[config.mk]
export PLATFORM = sky130hd
export DESIGN_NAME = prioritized_interrupt_controller
export DESIGN_NICKNAME = d
export VERILOG_FILES = /design/src/design/prio_irq_pkg.sv /design/src/design/ext_irq_detect.sv /design/src/design/prioritized_interrupt_controller.sv
export VERILOG_INCLUDE_DIRS = /design/src /design/src/design
export SDC_FILE = /design/constraint.sdc
export NUM_CORES = 1
export LEC_CHECK = 0
export BUFFER_PORTS_ARGS = -buffer_cell sky130_fd_sc_hd__buf_2
export CAP_MARGIN = 20
export CORE_MARGIN = 2
export CORE_UTILIZATION = 24
export CTS_CLUSTER_DIAMETER = 120
export DETAILED_ROUTE_END_ITERATION = 6
export GPL_TIMING_DRIVEN = 0
export PLACE_DENSITY = 0.42
export SLEW_MARGIN = 20
export SYNTH_ARGS = -nofsm -noshare
export SYNTH_HDL_FRONTEND = slang
export SYNTH_SLANG_ARGS = --single-unit
[constraint.sdc]
create_clock -name clk_sys -period 20.6 [get_ports clk_sys]
set_clock_uncertainty 0.1 [all_clocks]
set_input_delay 3.09 -clock clk_sys [delete_from_list [all_inputs] [get_ports clk_sys]]
set_output_delay 3.09 -clock clk_sys [all_outputs]
set_load 0.01 [all_outputs]
[src/design/prio_irq_cfg.svh]
`ifndef PRIO_IRQ_CFG_SVH
`define PRIO_IRQ_CFG_SVH

// ----------------------------------------------------------------------------
// Source numbering (also the tie-break polling order, 0 polled first)
// ----------------------------------------------------------------------------
`define IRQ_NUM_SRC 13
`define IRQ_SRC_W 4
`define IRQ_SRC_EXT0 4'h0
`define IRQ_SRC_EXT1 4'h2
`define IRQ_SRC_NONE 4'hF

// ----------------------------------------------------------------------------
// Register layout
// ----------------------------------------------------------------------------
`define IRQ_REG_W 8
`define IRQ_GLOBAL_BIT 7
`define IRQ_LVL_W 2
`define IRQ_LVL_TOP 2'h3
`define IRQ_LVL_ZERO 2'h0
`define IRQ_NEST_W 4
`define IRQ_REG_RST 8'h00
`define IRQ_SRC_RST 13'h0000

// ----------------------------------------------------------------------------
// Timer control register bit positions
// ----------------------------------------------------------------------------
`define TCR_IT0_BIT 0
`define TCR_IE0_BIT 1
`define TCR_IT1_BIT 2
`define TCR_IE1_BIT 3

`endif

[src/design/prio_irq_pkg.sv]
package prio_irq_pkg;
  typedef enum logic [1:0]
  {
    ARB_IDLE = 2'b00,
    ARB_REQ = 2'b01,
    ARB_SERVE = 2'b11
  } arb_state_e;

  typedef logic [1:0] level_t;
endpackage : prio_irq_pkg

[src/design/ext_irq_detect.sv]
`timescale 1ns/1ps
`include "prio_irq_cfg.svh"

module ext_irq_detect
(
  // Clock and reset
  input wire logic clk_sys,
  input wire logic sys_rst,
  // Pin and mode
  input wire logic extIrqPin,
  input wire logic edgeMode,
  input wire logic flagClear,
  // Result
  output logic extRequestFlag,
  output logic request
);
  logic pinPrev_ff;
  logic flag_ff;

  always_ff @(posedge clk_sys or posedge sys_rst)
  begin
    if (sys_rst)
      pinPrev_ff <= 1'b1;
    else
      pinPrev_ff <= extIrqPin;
  end

  // Set wins over the service clear so a fresh edge is never lost
  always_ff @(posedge clk_sys or posedge sys_rst)
  begin
    if (sys_rst)
      flag_ff <= 1'b0;
    else if (!edgeMode)
      flag_ff <= !extIrqPin;
    else if (pinPrev_ff && !extIrqPin)
      flag_ff <= 1'b1;
    else if (flagClear)
      flag_ff <= 1'b0;
  end

  assign extRequestFlag = flag_ff;
  // Level mode follows the pin so the request holds while it stays low
  assign request = edgeMode ? flag_ff : !extIrqPin;
endmodule : ext_irq_detect

[src/design/prioritized_interrupt_controller.sv]
//
// Contract
// - Thirteen request sources: pins, timers, serial, brownout, watchdog, bus, keys, etc.
// - Each source has its own enable bit across two enable registers.
// - Global enable bit clear blocks every source from the core.
// - Four priority levels from paired low and high priority register bits.
// - Active routine preempted only by strictly higher priority request.
// - Routine at highest level is never preempted.
// - Pending checked each instruction start; fixed polling order breaks ties.
// - Per-pin trigger-type bit selects level or falling-edge detection.
// - Edge mode sets request flag on high sample then low sample.
// - Enabled external interrupt wakes core from Power-down or Idle.
// - Any enabled source or reset ends Idle mode.
//
`timescale 1ns/1ps
`include "prio_irq_cfg.svh"

module prioritized_interrupt_controller
(
  // Clock and reset
  input wire logic clk_sys,
  input wire logic sys_rst,
  // Register contents from the core
  input wire logic [7:0] irq_enable_reg_a,
  input wire logic [7:0] irq_enable_reg_b,
  input wire logic [7:0] priority_low_reg_a,
  input wire logic [7:0] priority_high_reg_a,
  input wire logic [7:0] priority_low_reg_b,
  input wire logic [7:0] priority_high_reg_b,
  input wire logic ext0_trigger_type,
  input wire logic ext1_trigger_type,
  // Peripheral request lines, index 0 and 2 unused (external pins)
  input wire logic [12:0] periphReq,
  input wire logic [1:0] ext_irq_pin,
  // Core handshake
  input wire logic instrStart,
  input wire logic serviceAck,
  input wire logic serviceReturn,
  input wire logic idleMode,
  input wire logic powerDownMode,
  // Results
  output logic irqReq_ff,
  output logic [3:0] irqSrc_ff,
  output logic [1:0] irqLevel_ff,
  output logic wakeUp_ff,
  output logic [1:0] ext_request_flag_ff,
  output logic [7:0] timer_control_reg_ff,
  output logic [3:0] activeLevels_ff
);
  // --------------------------------------------------------------------------
  // External pin detection
  // --------------------------------------------------------------------------
  logic [1:0] extReq;
  logic [1:0] extFlag;
  logic [1:0] extClear;

  assign extClear[0] = serviceAck && (irqSrc_ff == `IRQ_SRC_EXT0);
  assign extClear[1] = serviceAck && (irqSrc_ff == `IRQ_SRC_EXT1);

  ext_irq_detect u_ext0
  (
    .clk_sys(clk_sys),
    .sys_rst(sys_rst),
    .extIrqPin(ext_irq_pin[0]),
    .edgeMode(ext0_trigger_type),
    .flagClear(extClear[0]),
    .extRequestFlag(extFlag[0]),
    .request(extReq[0])
  );

  ext_irq_detect u_ext1
  (
    .clk_sys(clk_sys),
    .sys_rst(sys_rst),
    .extIrqPin(ext_irq_pin[1]),
    .edgeMode(ext1_trigger_type),
    .flagClear(extClear[1]),
    .extRequestFlag(extFlag[1]),
    .request(extReq[1])
  );

  // --------------------------------------------------------------------------
  // Source gathering and enables
  // --------------------------------------------------------------------------
  logic [12:0] rawReq;
  logic [12:0] enables;
  logic [12:0] pending;

  always_comb
  begin
    rawReq = periphReq;
    rawReq[`IRQ_SRC_EXT0] = extReq[0];
    rawReq[`IRQ_SRC_EXT1] = extReq[1];
  end

  // Bit 7 of enable reg a is the global enable, not a source
  assign enables = {irq_enable_reg_b[5:0], irq_enable_reg_a[6:0]};
  assign pending = rawReq & enables;

  // --------------------------------------------------------------------------
  // Priority level per source
  // --------------------------------------------------------------------------
  function automatic prio_irq_pkg::level_t srcLevel(input logic [3:0] idx);
    logic [15:0] lowBits;
    logic [15:0] highBits;
    lowBits = {priority_low_reg_b, priority_low_reg_a};
    highBits = {priority_high_reg_b, priority_high_reg_a};
    srcLevel = {highBits[idx], lowBits[idx]};
  endfunction : srcLevel

  // Strict compare keeps an equal level from preempting or reordering
  function automatic logic lvlAbove
  (
    input prio_irq_pkg::level_t a,
    input prio_irq_pkg::level_t b
  );
    lvlAbove = (a > b);
  endfunction : lvlAbove

  // --------------------------------------------------------------------------
  // Level table, one entry per source
  // --------------------------------------------------------------------------
  prio_irq_pkg::level_t srcLvl [`IRQ_NUM_SRC];

  always_comb
  begin
    for (int i = 0; i < `IRQ_NUM_SRC; i++)
    begin
      srcLvl[i] = srcLevel(4'(i));
    end
  end

  // --------------------------------------------------------------------------
  // Arbitration
  // --------------------------------------------------------------------------
  logic [3:0] winSrc;
  prio_irq_pkg::level_t winLevel;
  logic winValid;
  logic [3:0] curTop;
  logic curValid;
  logic canPreempt;

  // Higher level first; equal level keeps the lower index (polling order)
  always_comb
  begin
    winSrc = `IRQ_SRC_NONE;
    winLevel = `IRQ_LVL_ZERO;
    winValid = 1'b0;
    for (int i = 0; i < `IRQ_NUM_SRC; i++)
    begin
      if (pending[i] && (!winValid || lvlAbove(srcLvl[i], winLevel)))
      begin
        winSrc = 4'(i);
        winLevel = srcLvl[i];
        winValid = 1'b1;
      end
    end
  end

  // Highest level currently in service
  always_comb
  begin
    curTop = 4'h0;
    curValid = 1'b0;
    for (int l = 0; l < `IRQ_NEST_W; l++)
    begin
      if (activeLevels_ff[l])
      begin
        curTop = 4'(l);
        curValid = 1'b1;
      end
    end
  end

  // A top-level routine blocks all; otherwise need strictly higher level
  assign canPreempt = !curValid ||
    ((curTop[1:0] != `IRQ_LVL_TOP) && lvlAbove(winLevel, curTop[1:0]));

  // --------------------------------------------------------------------------
  // Request state machine
  // --------------------------------------------------------------------------
  prio_irq_pkg::arb_state_e state_ff;
  prio_irq_pkg::arb_state_e nxt_state;
  logic grant;

  assign grant = instrStart && winValid && canPreempt &&
    irq_enable_reg_a[`IRQ_GLOBAL_BIT];

  always_comb
  begin
    nxt_state = state_ff;
    unique case (state_ff)
      prio_irq_pkg::ARB_IDLE:
      begin
        if (grant)
          nxt_state = prio_irq_pkg::ARB_REQ;
      end
      prio_irq_pkg::ARB_REQ:
      begin
        if (serviceAck)
          nxt_state = prio_irq_pkg::ARB_SERVE;
        else if (!irq_enable_reg_a[`IRQ_GLOBAL_BIT])
          nxt_state = prio_irq_pkg::ARB_IDLE;
      end
      prio_irq_pkg::ARB_SERVE:
      begin
        nxt_state = prio_irq_pkg::ARB_IDLE;
      end
      default:
      begin
        nxt_state = prio_irq_pkg::ARB_IDLE;
      end
    endcase
  end

  always_ff @(posedge clk_sys or posedge sys_rst)
  begin
    if (sys_rst)
      state_ff <= prio_irq_pkg::ARB_IDLE;
    else
      state_ff <= nxt_state;
  end

  // Request outputs latch the winner so the core sees a stable vector
  always_ff @(posedge clk_sys or posedge sys_rst)
  begin
    if (sys_rst)
    begin
      irqReq_ff <= 1'b0;
      irqSrc_ff <= `IRQ_SRC_NONE;
      irqLevel_ff <= `IRQ_LVL_ZERO;
    end
    else if (state_ff == prio_irq_pkg::ARB_IDLE && grant)
    begin
      irqReq_ff <= 1'b1;
      irqSrc_ff <= winSrc;
      irqLevel_ff <= winLevel;
    end
    else if (nxt_state != prio_irq_pkg::ARB_REQ)
    begin
      irqReq_ff <= 1'b0;
    end
  end

  // --------------------------------------------------------------------------
  // Nesting record
  // --------------------------------------------------------------------------
  logic [3:0] retMask;

  // Return clears only the highest level in service
  always_comb
  begin
    retMask = 4'h0;
    if (curValid)
      retMask[curTop[1:0]] = 1'b1;
  end

  always_ff @(posedge clk_sys or posedge sys_rst)
  begin
    if (sys_rst)
      activeLevels_ff <= 4'h0;
    else if (serviceAck && state_ff == prio_irq_pkg::ARB_REQ)
    begin
      activeLevels_ff <= activeLevels_ff | (4'h1 << irqLevel_ff);
    end
    else if (serviceReturn)
    begin
      activeLevels_ff <= activeLevels_ff & ~retMask;
    end
  end

  // --------------------------------------------------------------------------
  // Wake-up and visible flags
  // --------------------------------------------------------------------------
  // Wake ignores the global enable, so sleep with it clear still resumes
  always_ff @(posedge clk_sys or posedge sys_rst)
  begin
    if (sys_rst)
      wakeUp_ff <= 1'b0;
    else
      wakeUp_ff <= (idleMode && |pending) ||
        (powerDownMode && |(extReq & {enables[`IRQ_SRC_EXT1], enables[`IRQ_SRC_EXT0]}));
  end

  always_ff @(posedge clk_sys or posedge sys_rst)
  begin
    if (sys_rst)
      ext_request_flag_ff <= 2'b00;
    else
      ext_request_flag_ff <= extFlag;
  end

  // Unused timer bits read as zero; only the pin fields live here
  always_ff @(posedge clk_sys or posedge sys_rst)
  begin
    if (sys_rst)
    begin
      timer_control_reg_ff <= `IRQ_REG_RST;
    end
    else
    begin
      timer_control_reg_ff <= `IRQ_REG_RST;
      timer_control_reg_ff[`TCR_IT0_BIT] <= ext0_trigger_type;
      timer_control_reg_ff[`TCR_IE0_BIT] <= extFlag[0];
      timer_control_reg_ff[`TCR_IT1_BIT] <= ext1_trigger_type;
      timer_control_reg_ff[`TCR_IE1_BIT] <= extFlag[1];
    end
  end
endmodule : prioritized_interrupt_controller

==> reports/results.tsv <==
metric	value	unit
start_util	24.3	%
fin_crit_sh	92.6	%
cts-root-buf	clkbuf_8	
stdcell_count	520	
maxCapViolCount	0	
final_util	31.4	%
grt_usage	12.5	%
powerDensity	76.7	nW/µm²
synth_cells	294	
fin_tns_setup	0	ns
max_slew.worst_pin.slew	0.817	ns
setup_viol	0	
place_congestion	0.753	
viasPerCell	4.72	
ir_drop	30.3	µV
cp.required	20.70	ns
seq_area_frac_synth	22.6	%
status	complete, no violations	
syn2layout_area_growth	29.2	%
clock_latency	0.26	ns
grt-ovfl-total	0	
ys_ff_latch	22	
grt_first_pass_wirelength	11.5	mm
dp_cells	512	
netlist_area	2470	µm²
path_max_fanout	10	
post_drt_wl_per_cell	13.2	µm
yosys.area_share.simple	23.8	%
async_flop_share	100	%
yosysWarnings	0	
rows	37	
start_kind	primary input	
ctsHoldBuffers	0	
routed_wl	6.88	mm
avgSynthCellArea	8.41	µm²
synthAdderAreaFrac	10.5	%
cp_common_cell	ha_1	
placed_area	3050	µm²
antenna_found_initial	0	
fin_nets	477	
synth_xor_area_share	0	%
via_count	2456	
clk_pin_slew_worst_paths	0.08	ns
grt_pass1_vias	2373	
port_buffers	79	
cp.arrival	19.18	ns
die_width	106	µm
drive_gt1_share	35.7	%
synthMuxAreaShare	0.910	%
crit_type	in -> reg	
synth.distinct_cells	71	
grt_start_max_net_pins	23	
cts.sinks	22	
slowest_delay	0.39	ns
timing.fmax	52.4	MHz
firstDrtPassIters	4	
p_leak	0.00150	µW
slew_headroom	45.5	%
boundaryPins	94	
crit_path_end_kind	flip-flop	
synth_top_family_by_area	compound AO/OA/AOI/OAI gates	
synth-compound-area-share	35.7	%
worst_path_max_delay_cell	a2111oi_2	
cts_tree	done	
synth_flop_cell	dfrtp_1	
fp.dieH	106	µm
drv_slew	0	
hpwl	5.87	mm
synth-edff-count	0	
core-area	10200	µm²
holdCritPathClass	reg -> reg	
ant_nets	0	
drc	0	
cts_max_path_buffers	2	
die-area	11100	µm²
hold_viol	0	
numCtsBuffers	3	
first_iter_violations	106	
period_needed	19.08	ns
n_antenna_cell	0	
htreeDepth	1	
design_area	3200	µm²
## per-layer routing
layer  global-route usage, %  vias to the layer above  wire length (µm)
li1                        -                     1287                 -
met1                    17.6                     1115              3470
met2                    21.0                       52              3160
met3                    1.73                        2               224
met4                    1.41                        0                28
met5                       0                        -                 0
## per-stage QoR
step | hold slack [ns] | total power [µW] | worst slack [ns]
6_report | 0.317 | 245 | 1.52
2_1_floorplan | 0.265 | 167 | 2.57
3_3_place_gp | 0.284 | 208 | 0.435
4_1_cts | 0.316 | 241 | 0.472
5_1_grt | 0.333 | 272 | -0.0136
3_5_place_dp | 0.290 | 209 | 0.268
## synth_stat cells, drive strengths merged, types with 3 or more instances
cell type | n | share of area, %
nand4 | 3 | 0.76
o21ai | 14 | 3.0
nand2b | 5 | 1.3
a31oi | 7 | 2.4
and2 | 8 | 2.0
buf | 8 | 2.7
a21oi | 16 | 3.7
o211ai | 7 | 2.9
a211o | 4 | 1.4
nor2b | 11 | 3.2
nand3 | 15 | 3.2
inv | 24 | 3.6
a22o | 4 | 1.4
and3 | 4 | 1.0
nand2 | 34 | 5.3
dfrtp | 16 | 16
ha | 20 | 10
a21o | 6 | 1.8
or3 | 3 | 0.96
dfstp | 6 | 6.4
o21a | 3 | 0.91
nor3 | 3 | 1.0
a211oi | 4 | 1.4
o31ai | 4 | 2.3
o2111ai | 3 | 1.1
nor2 | 22 | 3.3
a21boi | 3 | 0.91
## report_power, final
group          internal, µW  total [µW]  switching, µW
combinational          66.7         146           78.9
sequential             57.6        69.3           11.7
clock                  17.0        30.4           13.4
## critical path, delay by kind of cell
kind                     cells  cell delay, ns
AO/OA/AOI/OAI               37            6.74
AND/OR/NAND/NOR             33            4.79
adder cells (fa/ha/maj)     14            3.97
buffers and inverters        4            0.58
## kinds of logic (layout without fill, tap and decap cells)
logic type,Yosys count,after routing
compound gates,103,103
buf+inv,32,119
fa+ha+maj,21,21
flops,22,22
mux,2,2
other cells,1,4
simple gates,113,113
## state kept, by name, indices dropped and copies added, names as in the netlist
| register | flops |
|---|---|
| timer_control_reg_ff | 3 |
| u_ext1.pinPrev_ff | 1 |
| irqReq_ff | 1 |
| u_ext0.extRequestFlag | 1 |
| activeLevels_ff | 4 |
| u_ext0.pinPrev_ff | 1 |
| u_ext1.extRequestFlag | 1 |
| irqLevel_ff | 2 |
| irqSrc_ff | 4 |
| state_ff | 2 |
| wakeUp_ff | 1 |
| ext_request_flag_ff | 1 |
## path summary, 6_finish.rpt
| check | from | end | slack, ns | cells after the start |
|---|---|---|---|---|
| worst max-delay path | ext0_trigger_type | irqSrc_ff[0]$_DFFE_PP1P_ | 1.52 | 88 |
| worst min-delay path | u_ext1.extRequestFlag$_DFFE_PP0P_ | timer_control_reg_ff[3]$_DFF_PP0_ | 0.32 | 0 |
| worst max register to register | u_ext0.extRequestFlag$_DFFE_PP0P_ | irqSrc_ff[0]$_DFFE_PP1P_ | 4.15 | 87 |
| worst min register to register | u_ext1.extRequestFlag$_DFFE_PP0P_ | timer_control_reg_ff[3]$_DFF_PP0_ | 0.32 | 0 |
| min in group asynchronous | sys_rst | activeLevels_ff[0]$_DFFE_PP0P_ | 2.87 | 2 |
| max in group asynchronous | sys_rst | wakeUp_ff$_DFF_PP0_ | 17.01 | 2 |
## final cells by class
type	instances	area [µm²]
multi-input cells	243	1830
fillers	1130	6990
inverters	24	90.1
clock buffers	4	55.1
plain buffers	8	67.6
well taps	136	170
repair buffers	83	425
flip-flops and latches	22	558
## placed cells by master, fill, tap and decap left out, types with 6 or more instances in the layout
master,instances
a21o_1,6
a21oi_1,11
and2_1,8
buf_2,79
buf_4,10
dfrtp_1,16
dfstp_2,6
ha_1,20
inv_1,23
nand2_1,33
nand3_1,13
nor2_1,21
nor2b_1,9
o21ai_0,12
## what timing repair did
action | in CTS | in global routing
gates resized for setup | 0 | 13
endpoints found under the hold margin | 0 | 0
setup buffers | 0 | 4
endpoints found under the setup margin | 0 | 8
Power figures use the tool's default switching activity.
